File: src/rtl/pss_params.svh
/*
 Constants for the processor state sequencer: boot counter codes,
 power-up reset value, instruction and address bits tested by the indirect loop.
 Assumes inclusion from the package, the sequencer module and the checker.
*/
`ifndef PSS_PARAMS_SVH
`define PSS_PARAMS_SVH
`define PSS_BOOT_IDLE 3'h0
`define PSS_BOOT_ENTRY 3'h1
`define PSS_BOOT_LOAD8 3'h2
`define PSS_BOOT_SHIFT 3'h3
`define PSS_BOOT_LOAD4 3'h4
`define PSS_BOOT_LOADMDR 3'h5
`define PSS_IND_INSTR_BIT 10
`define PSS_IND_ADDR_BIT 15
`define PSS_PUP_RESET 1'h1
`endif

File: src/rtl/pss_pkg.sv
/*
 Types of the processor state sequencer: refresh states and the packed
 state record. Assumes pss_params.svh is reachable on the include path.
*/
`include "pss_params.svh"
package pss_pkg;
    typedef enum logic [1:0] {REF_IDLE, REF_A, REF_B, REF_C} pss_ref_t;
    typedef struct packed {
        logic [3:0] ext_chain;
        logic [2:0] boot_cnt;
        logic indirect;
        logic wait_f;
        pss_ref_t ref_st;
        logic power_up;
        logic helper;
        logic acc_lo_strb;
        logic acc_hi_strb;
        logic mar_strb;
        logic mar_clr;
        logic reg_rst_n;
        logic io_rst_n;
        logic rio_ack_n;
        logic io_nack_n;
        logic boot_inhibit;
        logic pc_restart;
        logic scr_rst_n;
        logic [7:0] acc;
        logic mdr_load;
        logic [7:0] mdr_data;
        logic acc_shift;
        logic acc_load8;
        logic acc_load4;
    } pss_state_t;
endpackage

File: src/rtl/pss_sequencer.sv
/*
 Control and state sequencing of a small terminal processor: strobes,
 reset generation, extension chain, boot counter, indirect, wait, refresh
 and power-up flip-flops. Timing phases arrive as one-cycle enables from
 a timing unit in the mclk domain; I/O bus inputs are synchronous.
*/
// Functional notes
// (RULE1) Low nibble strobe on phase 17 with ALU select
// (RULE2) High nibble strobe also needs no second-nibble wait
// (RULE3) Boot load eight, shift four, insert four
// (RULE4) Helper latch set by test/reset/jump, cleared fetch
// (RULE5) Active-low acknowledge gives read-ack and not-ack
// (RULE6) Boot entry or power reset asserts register reset
// (RULE7) Address strobe on refresh state b with I/O pulse
// (RULE8) Address clear on register reset at phase 17
// (RULE9) Address strobe on every phase 19
// (RULE10) Extension chain on phase 20, cleared by reset
// (RULE11) Extension states: save acc, save pc, loads
// (RULE12) Boot counter three flops on phase 20
// (RULE13) Boot codes 000 through 101 as listed
// (RULE14) Eight-bit state entered only after acknowledge
// (RULE15) Shift low nibble high, then load low nibble
// (RULE16) Final state loads data register, returns waiting
// (RULE17) Boot line high inhibits; low restarts at zero
// (RULE18) Indirect set by bit 10, held by bit 15
// (RULE19) Wait flop on phase 17 from wait enable
// (RULE20) Refresh flops on refresh clock, reset cleared
// (RULE21) Power-up drives state reset each free-run pulse
// (RULE22) Boot entry clears non-boot flops, counter runs
// (RULE23) First phase 20 ends the power-up cycle
// (RULE24) Timing unit issues ordered one-cycle phase pulses
`timescale 1ns/100ps
`include "pss_params.svh"
module pss_sequencer
(
    // Clock and reset
    input wire logic mclk,
    input wire logic rst,
    // Timing unit phase enables, one cycle each
    input wire logic phase_seventeen,
    input wire logic phase_nineteen,
    input wire logic phase_twenty,
    input wire logic io_timing_pulse,
    input wire logic refresh_clock,
    input wire logic free_run_pulse,
    // Decodes from the instruction logic
    input wire logic alu_to_acc_select,
    input wire logic successful_test,
    input wire logic jump_indirect,
    input wire logic fetch_phase_a,
    input wire logic ext_start,
    input wire logic wait_enable,
    input wire logic refresh_request,
    input wire logic [15:0] instr_word,
    input wire logic [15:0] fetched_addr,
    input wire logic fetch_addr_valid,
    input wire logic boot_start,
    // I/O bus side
    input wire logic io_ack_n,
    input wire logic io_rio_pending,
    input wire logic io_bus_reset_request_n,
    input wire logic io_boot,
    input wire logic [7:0] io_data,
    // Strobes and resets
    output logic acc_low_nibble_strobe,
    output logic acc_high_nibble_strobe,
    output logic addr_reg_strobe,
    output logic addr_reg_clear,
    output logic register_reset_n,
    output logic io_reset_n,
    output logic read_io_acknowledged_n,
    output logic io_not_acknowledged_n,
    // State outputs
    output logic save_acc_status_state,
    output logic save_pc_state,
    output logic load_acc_status_state,
    output logic load_pc_state,
    output logic [2:0] boot_count,
    output logic boot_second_nibble_wait,
    output logic boot_inhibit,
    output logic pc_restart,
    output logic indirect_state_flop,
    output logic wait_flop,
    output logic refresh_state_a,
    output logic refresh_state_b,
    output logic power_up,
    output logic power_reset_n,
    output logic indirect_helper_latch,
    output logic state_counter_reset_n,
    output logic [7:0] accumulator,
    output logic mdr_load,
    output logic [7:0] memory_data
);
    pss_pkg::pss_state_t s_q, s_d;
    logic boot_entry;
    logic power_reset;

    // Boot entry decode and power reset level; power reset is the
    // first phase 20 that ends power-up
    assign boot_entry = (s_q.boot_cnt == `PSS_BOOT_ENTRY);
    assign power_reset = s_q.power_up & phase_twenty;

    // Next-state logic for the whole sequencer
    always_comb
    begin
        s_d = s_q;
        // Strobes are single-cycle pulses
        s_d.acc_lo_strb = phase_seventeen & alu_to_acc_select; // [RULE1]
        s_d.acc_hi_strb = phase_seventeen & alu_to_acc_select
            & (s_q.boot_cnt != `PSS_BOOT_LOAD4); // [RULE2]
        s_d.mar_strb = (s_q.ref_st == pss_pkg::REF_B && io_timing_pulse)
            || phase_nineteen; // [RULE7] [RULE9]
        s_d.mar_clr = !s_q.reg_rst_n && phase_seventeen; // [RULE8]
        // Register and bus resets from boot entry or power reset
        s_d.reg_rst_n = !(boot_entry || power_reset); // [RULE6]
        s_d.io_rst_n = s_d.reg_rst_n && io_bus_reset_request_n; // [RULE6]
        // Acknowledge sensing, both indications active low
        s_d.rio_ack_n = !(!io_ack_n && io_rio_pending); // [RULE5]
        s_d.io_nack_n = !(io_ack_n && io_rio_pending); // [RULE5]
        // Helper latch: set dominates the fetch clear
        if (successful_test || power_reset || jump_indirect)
            s_d.helper = 1'b1; // [RULE4]
        else if (fetch_phase_a)
            s_d.helper = 1'b0; // [RULE4]
        // Power-up holds the state counter in reset on free-run pulses
        s_d.scr_rst_n = !(s_q.power_up && free_run_pulse); // [RULE21]
        if (phase_twenty)
            s_d.power_up = 1'b0; // [RULE23]
        // Extension chain, shifted along on phase 20
        if (phase_twenty)
            s_d.ext_chain = {s_q.ext_chain[2:0], ext_start}; // [RULE10] [RULE11]
        // Indirect flop
        if (phase_twenty)
        begin
            if (instr_word[`PSS_IND_INSTR_BIT])
                s_d.indirect = 1'b1; // [RULE18]
            else if (s_q.indirect && fetch_addr_valid)
                s_d.indirect = fetched_addr[`PSS_IND_ADDR_BIT]; // [RULE18]
        end
        // Wait flop sampled on phase 17
        if (phase_seventeen)
            s_d.wait_f = wait_enable; // [RULE19]
        // Refresh pair stepped by the refresh clock enable
        if (refresh_clock)
        begin
            case (s_q.ref_st)
                pss_pkg::REF_IDLE: s_d.ref_st = refresh_request ? pss_pkg::REF_A
                    : pss_pkg::REF_IDLE; // [RULE20]
                pss_pkg::REF_A: s_d.ref_st = pss_pkg::REF_B;
                pss_pkg::REF_B: s_d.ref_st = pss_pkg::REF_C;
                pss_pkg::REF_C: s_d.ref_st = pss_pkg::REF_IDLE;
                default: s_d.ref_st = pss_pkg::REF_IDLE;
            endcase
        end
        // Boot data path controls, pulses
        s_d.acc_load8 = 1'b0;
        s_d.acc_shift = 1'b0;
        s_d.acc_load4 = 1'b0;
        s_d.mdr_load = 1'b0;
        s_d.pc_restart = 1'b0;
        // Boot counter on phase 20
        if (phase_twenty)
        begin
            case (s_q.boot_cnt) // [RULE12] [RULE13]
                `PSS_BOOT_IDLE: if (boot_start) s_d.boot_cnt = `PSS_BOOT_ENTRY;
                `PSS_BOOT_ENTRY:
                    if (!io_ack_n)
                    begin
                        s_d.boot_cnt = `PSS_BOOT_LOAD8; // [RULE14]
                        s_d.acc_load8 = 1'b1;
                    end
                `PSS_BOOT_LOAD8:
                begin
                    s_d.boot_cnt = `PSS_BOOT_SHIFT;
                    s_d.acc_shift = 1'b1; // [RULE15]
                end
                `PSS_BOOT_SHIFT:
                begin
                    s_d.boot_cnt = `PSS_BOOT_LOAD4;
                    s_d.acc_load4 = 1'b1; // [RULE15]
                end
                `PSS_BOOT_LOAD4:
                begin
                    s_d.boot_cnt = `PSS_BOOT_LOADMDR;
                    s_d.mdr_load = 1'b1; // [RULE16]
                end
                `PSS_BOOT_LOADMDR: s_d.boot_cnt = `PSS_BOOT_ENTRY; // [RULE16]
                default: s_d.boot_cnt = `PSS_BOOT_IDLE;
            endcase
        end
        // Accumulator assembly of a boot character
        if (s_q.acc_load8)
            s_d.acc = io_data; // [RULE3] [RULE14]
        else if (s_q.acc_shift)
            s_d.acc = {s_q.acc[3:0], 4'h0}; // [RULE3] [RULE15]
        else if (s_q.acc_load4)
            s_d.acc = {s_q.acc[7:4], io_data[3:0]}; // [RULE3] [RULE15]
        if (s_q.mdr_load)
            s_d.mdr_data = s_q.acc; // [RULE16]
        // Boot line: high inhibits, falling low restarts at zero
        s_d.boot_inhibit = io_boot; // [RULE17]
        if (!io_boot && s_q.boot_inhibit)
        begin
            s_d.boot_cnt = `PSS_BOOT_IDLE; // [RULE17]
            s_d.pc_restart = 1'b1; // [RULE17]
        end
        // Boot entry outside power-up clears non-boot state flops
        if (boot_entry && !s_q.power_up)
        begin
            s_d.ext_chain = 4'h0; // [RULE22]
            s_d.indirect = 1'b0;
            s_d.wait_f = 1'b0;
            s_d.ref_st = pss_pkg::REF_IDLE;
        end
        // Low state counter reset clears the eight state flops
        if (!s_q.scr_rst_n)
        begin
            s_d.ext_chain = 4'h0; // [RULE10] [RULE21]
            s_d.indirect = 1'b0; // [RULE18]
            s_d.wait_f = 1'b0;
            s_d.ref_st = pss_pkg::REF_IDLE; // [RULE20]
        end
    end

    // State register; phases arrive as enables per the timing unit
    always_ff @(posedge mclk) // [RULE24]
    begin
        if (rst)
        begin
            s_q <= '0;
            s_q.power_up <= `PSS_PUP_RESET;
            s_q.reg_rst_n <= 1'b1;
            s_q.io_rst_n <= 1'b1;
            s_q.rio_ack_n <= 1'b1;
            s_q.io_nack_n <= 1'b1;
            s_q.scr_rst_n <= 1'b1;
        end
        else
            s_q <= s_d;
    end

    // Outputs straight from the state register
    assign acc_low_nibble_strobe = s_q.acc_lo_strb;
    assign acc_high_nibble_strobe = s_q.acc_hi_strb;
    assign addr_reg_strobe = s_q.mar_strb;
    assign addr_reg_clear = s_q.mar_clr;
    assign register_reset_n = s_q.reg_rst_n;
    assign io_reset_n = s_q.io_rst_n;
    assign read_io_acknowledged_n = s_q.rio_ack_n;
    assign io_not_acknowledged_n = s_q.io_nack_n;
    assign save_acc_status_state = s_q.ext_chain[0];
    assign save_pc_state = s_q.ext_chain[1];
    assign load_acc_status_state = s_q.ext_chain[2];
    assign load_pc_state = s_q.ext_chain[3];
    assign boot_count = s_q.boot_cnt;
    assign boot_second_nibble_wait = (s_q.boot_cnt == `PSS_BOOT_LOAD4);
    assign boot_inhibit = s_q.boot_inhibit;
    assign pc_restart = s_q.pc_restart;
    assign indirect_state_flop = s_q.indirect;
    assign wait_flop = s_q.wait_f;
    assign refresh_state_a = (s_q.ref_st == pss_pkg::REF_A);
    assign refresh_state_b = (s_q.ref_st == pss_pkg::REF_B);
    assign power_up = s_q.power_up;
    assign power_reset_n = !s_q.power_up;
    assign indirect_helper_latch = s_q.helper;
    assign state_counter_reset_n = s_q.scr_rst_n;
    assign accumulator = s_q.acc;
    assign mdr_load = s_q.mdr_load;
    assign memory_data = s_q.mdr_data;
endmodule // pss_sequencer

File: config.mk
export PLATFORM = sky130hd
export DESIGN_NAME = pss_sequencer
export DESIGN_NICKNAME = d
export VERILOG_FILES = /design/src/rtl/pss_pkg.sv /design/src/rtl/pss_sequencer.sv
export VERILOG_INCLUDE_DIRS = /design/src /design/src/rtl
export SDC_FILE = /design/constraint.sdc
export NUM_CORES = 1
export LEC_CHECK = 0
export BUFFER_PORTS_ARGS = -buffer_cell sky130_fd_sc_hd__buf_2
export CAP_MARGIN = 20
export CORE_AREA = 2 2 87 89
export DETAILED_ROUTE_END_ITERATION = 6
export DIE_AREA = 0 0 89 91
export SETUP_SLACK_MARGIN = 0.15
export SLEW_MARGIN = 20
export SYNTH_ARGS = -nofsm -noshare
export SYNTH_HDL_FRONTEND = slang
export SYNTH_SLANG_ARGS = --single-unit
File: constraint.sdc
create_clock -name mclk -period 2.85 [get_ports mclk]
set_clock_uncertainty 0.2 [all_clocks]
set_input_delay 0.57 -clock mclk [delete_from_list [all_inputs] [get_ports mclk]]
set_output_delay 0.57 -clock mclk [all_outputs]
set_load 0.01 [all_outputs]
Word-level counts from Yosys, hierarchy flattened
Cells that the tools add are included.

Eq/ne operators: 11. Muxes and demuxes: 17. Bitwise gates (word level): 6. Reductions and logical operators: 33.

Operator list (count): case mux 3 bit (6 select lines) (1); 2-to-1 mux 8 bit (2); 2-to-1 mux 1 bit (10); logical AND 1 bit (9); zero test 1 bit (8); case mux 2 bit (4 select lines) (1); equality test 3 x 2 -> 1 bit (second input constant) (2); equality test 3 bit (second input constant) (2); 2-to-1 mux 3 bit (2); nonzero test 2 bit (3); OR reduction 3 bit (2); equality test 2 bit (second input constant) (2); logical OR 1 bit (4); 2-to-1 mux 4 bit (1); != test 2 bit (second input constant) (2); OR reduction 2 bit (2); bitwise AND 1 bit (3); equality test 3 x 1 -> 1 bit (second input constant) (1); zero test 3 bit (1); != test 3 bit (second input constant) (1); inverter 1 bit (3); AND reduction 3 bit (1); nonzero test 3 bit (1); equality test 2 x 1 -> 1 bit (second input constant) (1); 2 further kinds (2).

Register bits after elaboration: 44. Input bits: 61. Output and inout bits: 43. Logic and storage cells: 92.

Longest topological paths before layout
Depth in word-level cells: 4. Mapped depth: 4. Gate-level depth less buffers: 4.

Worst setup path before layout
OpenSTA, ideal clock, no wires.

Kind: register to output. Start point: register s_q (netlist bit boot_count[0]). End point: output boot_second_nibble_wait. Arrival time: 746 ps. Data required time: 2080 ps. Slack: 1334 ps. Cell stages (with the launch flop): 3. Buffers on the path: 1. Path through: dfxtp_1 > buf_2 > nor3b_2.

Cells in the longest elaborated chain, start to end: 1.

RTL lines: start, declared (RTL line pss_sequencer.sv:94) `pss_pkg::pss_state_t s_q, s_d;`; equality test 3 bit; end, declared (RTL line pss_sequencer.sv:79) `output logic boot_second_nibble_wait,`.

No other way between the ends.

Worst setup path after layout
Start point: register s_q (netlist bit boot_count[2]). End point: output boot_second_nibble_wait.

Same word-level chain as after synthesis.

==> flow_metrics.tcl <==
set metrics [dict create \
    outcome "complete, no violations" \
    min_period_ps 2070 \
    r2r_start "boot_count[0]" \
    synth_edf_count 0 \
    synth_area_sq_mm 0.00183 \
    post-cts-setup-buffer-count 0 \
    avgSynthCellArea_sq_um 9.89 \
    crit_slowest_cell "dfxtp_1" \
    ys_async_sr_fraction_pct 0 \
    total_power_mw 1.31 \
    synth.distinct_cells 34 \
    ant_nets 0 \
    finalHoldViolCount 0 \
    clk_pin_slew_ps 80 \
    dieArea_sq_mm 0.00810 \
    grt_pass1_wl_microns 6080 \
    worstMarginPinSlew_ps 529 \
    crit_required_ps 2080 \
    start_util_pct 25.6 \
    syn_nets 249 \
    setup_violations 0 \
    grt_max_degree 29 \
    synth_ff_type "dfxtp_1" \
    clkLatencyLatePin_ps 290 \
    critPathLaunch "boot_count[2]" \
    crit_type "reg2out" \
    hp-class "reg2reg" \
    drc_errors 0 \
    die_w_microns 89 \
    nets 301 \
    num_vias 1414 \
    stdcell_count 336 \
    drtIter0Drc 89 \
    grt_pass1_vias 1312 \
    synth.top_cells.by_area "dfxtp_1 (48%), mux2i_1 (10%), buf_4 (8.2%)" \
    grt_overflow 0 \
    dpl.cell_count 329 \
    cpPeakStageDelay_ps 500 \
    worstSetupPathDepth 2 \
    yosys_register_bits 44 \
    numPortBuffers 73 \
    endpoint "boot_second_nibble_wait" \
    fin_setup_tns_ps 0 \
    whs_ps 231 \
    clockBufferDepth 2 \
    cap_violations 0 \
    place.gp.congestion 0.715 \
    dieHeight_microns 91 \
    clockRootBuffer "clkbuf_8" \
    wirelength_microns 3990 \
    wl_per_cell_microns 11.9 \
    max_freq_mhz 484 \
    seq_area_frac_synth_pct 48.1 \
    r2r-end "boot_count[1]" \
    rsz0062_at_grt "false" \
    hpwl_microns 2870 \
    final_util_pct 31.7 \
    arrival_ps 1300 \
    endpoint_kind "output port" \
    p_leak_nw 1.03 \
    path_cells "nor3b_2, buf_2" \
    path_buf_inv 1 \
    antenna_cells 0 \
    vias_per_cell 4.21 \
    yosys_warnings 0 \
    ff2ff_path_depth 3 \
    synth_top_area_share_pct 48.1 \
    maxSlewHeadroom_pct 64.7 \
    grt_usage_pct 9.70 \
    cp_top_family "flip-flops" \
    final_layout_size_suffix_gt1_share_pct 38.8 \
    cts_resized 0 \
    min-delay-start "register_reset_n" \
    pin_count 104 \
    finalCritPeriodShare_pct 72.5 \
    rows 31 \
    syn_to_final_growth_pct 23.4 \
    peakVddDrop_mv 0.253 \
    synth_top_area_cell "dfxtp_1" \
    firstDrtPassIters 4 \
    cts_made_buffers 5 \
    power_density_mw_per_mm2 581 \
    cts.sinks 44 \
    crit_fanout 10 \
    syn_inst 185 \
    core_area_sq_mm 0.00714 \
    htreeDepth 2 \
    drv_slew 0 \
    ctsHoldBuffers 0 \
    antenna_found_initial 0 \
    cp-start-kind "flop" \
    reg2reg_slack_ps 1310 \
    tritoncts "built" \
]
-- worst min-delay path by stage --
| stage | to | depth (start not counted) |
|---|---|---|
| after floorplan | memory_data[0] | 2 |
| after global placement | addr_reg_clear | 1 |
| after detailed placement | addr_reg_clear | 1 |
| after CTS | addr_reg_clear | 1 |
| after global routing | read_io_acknowledged_n | 2 |
| final | addr_reg_clear | 1 |
-- cell families (layout without fill, tap and decap cells) --
kind of cell    count (synthesis)  in the layout  share of synthesized area [%]
compound gates                 24             24                           9.64
fa+ha+maj                       3              3                           2.05
flops                          44             44                           48.1
mux                            23             23                           12.9
buf+inv                        34             86                           11.8
simple gates                   57             57                           15.6
-- sequential cells by signal, summed over array words and instances, names as in the netlist, 3 cells and up --
signal / cells
memory_data: 8
accumulator: 8
boot_count: 3
s_q: 5
-- where the power goes --
group	switching, mW	internal [mW]
Sequential	0.0137	0.631
Clock	0.217	0.345
Combinational	0.0547	0.0505
Total	0.285	1.03
-- metal layers --
metal	wire length (microns)	vias up	GRT usage, %
li1	-	709	-
met1	1660	647	10.6
met2	1940	51	16.5
met3	334	7	3.36
met4	63	0	4.48
met5	0	-	0
-- stage by stage --
stage	instance area, sq um	setup slack (ps)
after global routing	2260	651
final	2260	784
after floorplan	1830	1330
after CTS	2260	733
after global placement	2130	1050
after detailed placement	2130	1040
-- area by class of cell --
cell class	count	area, sq um
clock inverters	2	60.1
fillers	796	4880
repair buffers	74	373
clock buffers	5	68.8
flip-flops and latches	44	881
well taps	99	124
multi-input cells	107	734
inverters	5	18.8
-- synthesized netlist by cell type (2+ instances only) --
library cell,count
dfxtp_1,44
nor2_1,26
buf_4,20
mux2i_1,19
nand2_1,9
a22oi_1,5
inv_1,5
a21oi_1,4
buf_2,4
clkbuf_1,4
mux2_2,4
o21ai_0,4
o22ai_1,4
ha_1,3
nand2b_1,3
nor2b_1,3
nor3b_1,3
a21o_1,2
nand3b_1,2
nor4_1,2
or2_2,2
-- layout by cell type, fill, tap and decap left out, types with 4 or more instances in the layout --
cell,synthesis,layout
o22ai_1,4,4
clkbuf_8,0,5
nor2_1,26,26
inv_1,5,5
buf_2,4,73
nand2_1,9,9
mux2i_1,19,19
mux2_2,4,4
a22oi_1,5,5
a21oi_1,4,4
o21ai_0,4,4
dfxtp_1,44,44
Note: power is estimated with default switching activity, not from simulation.
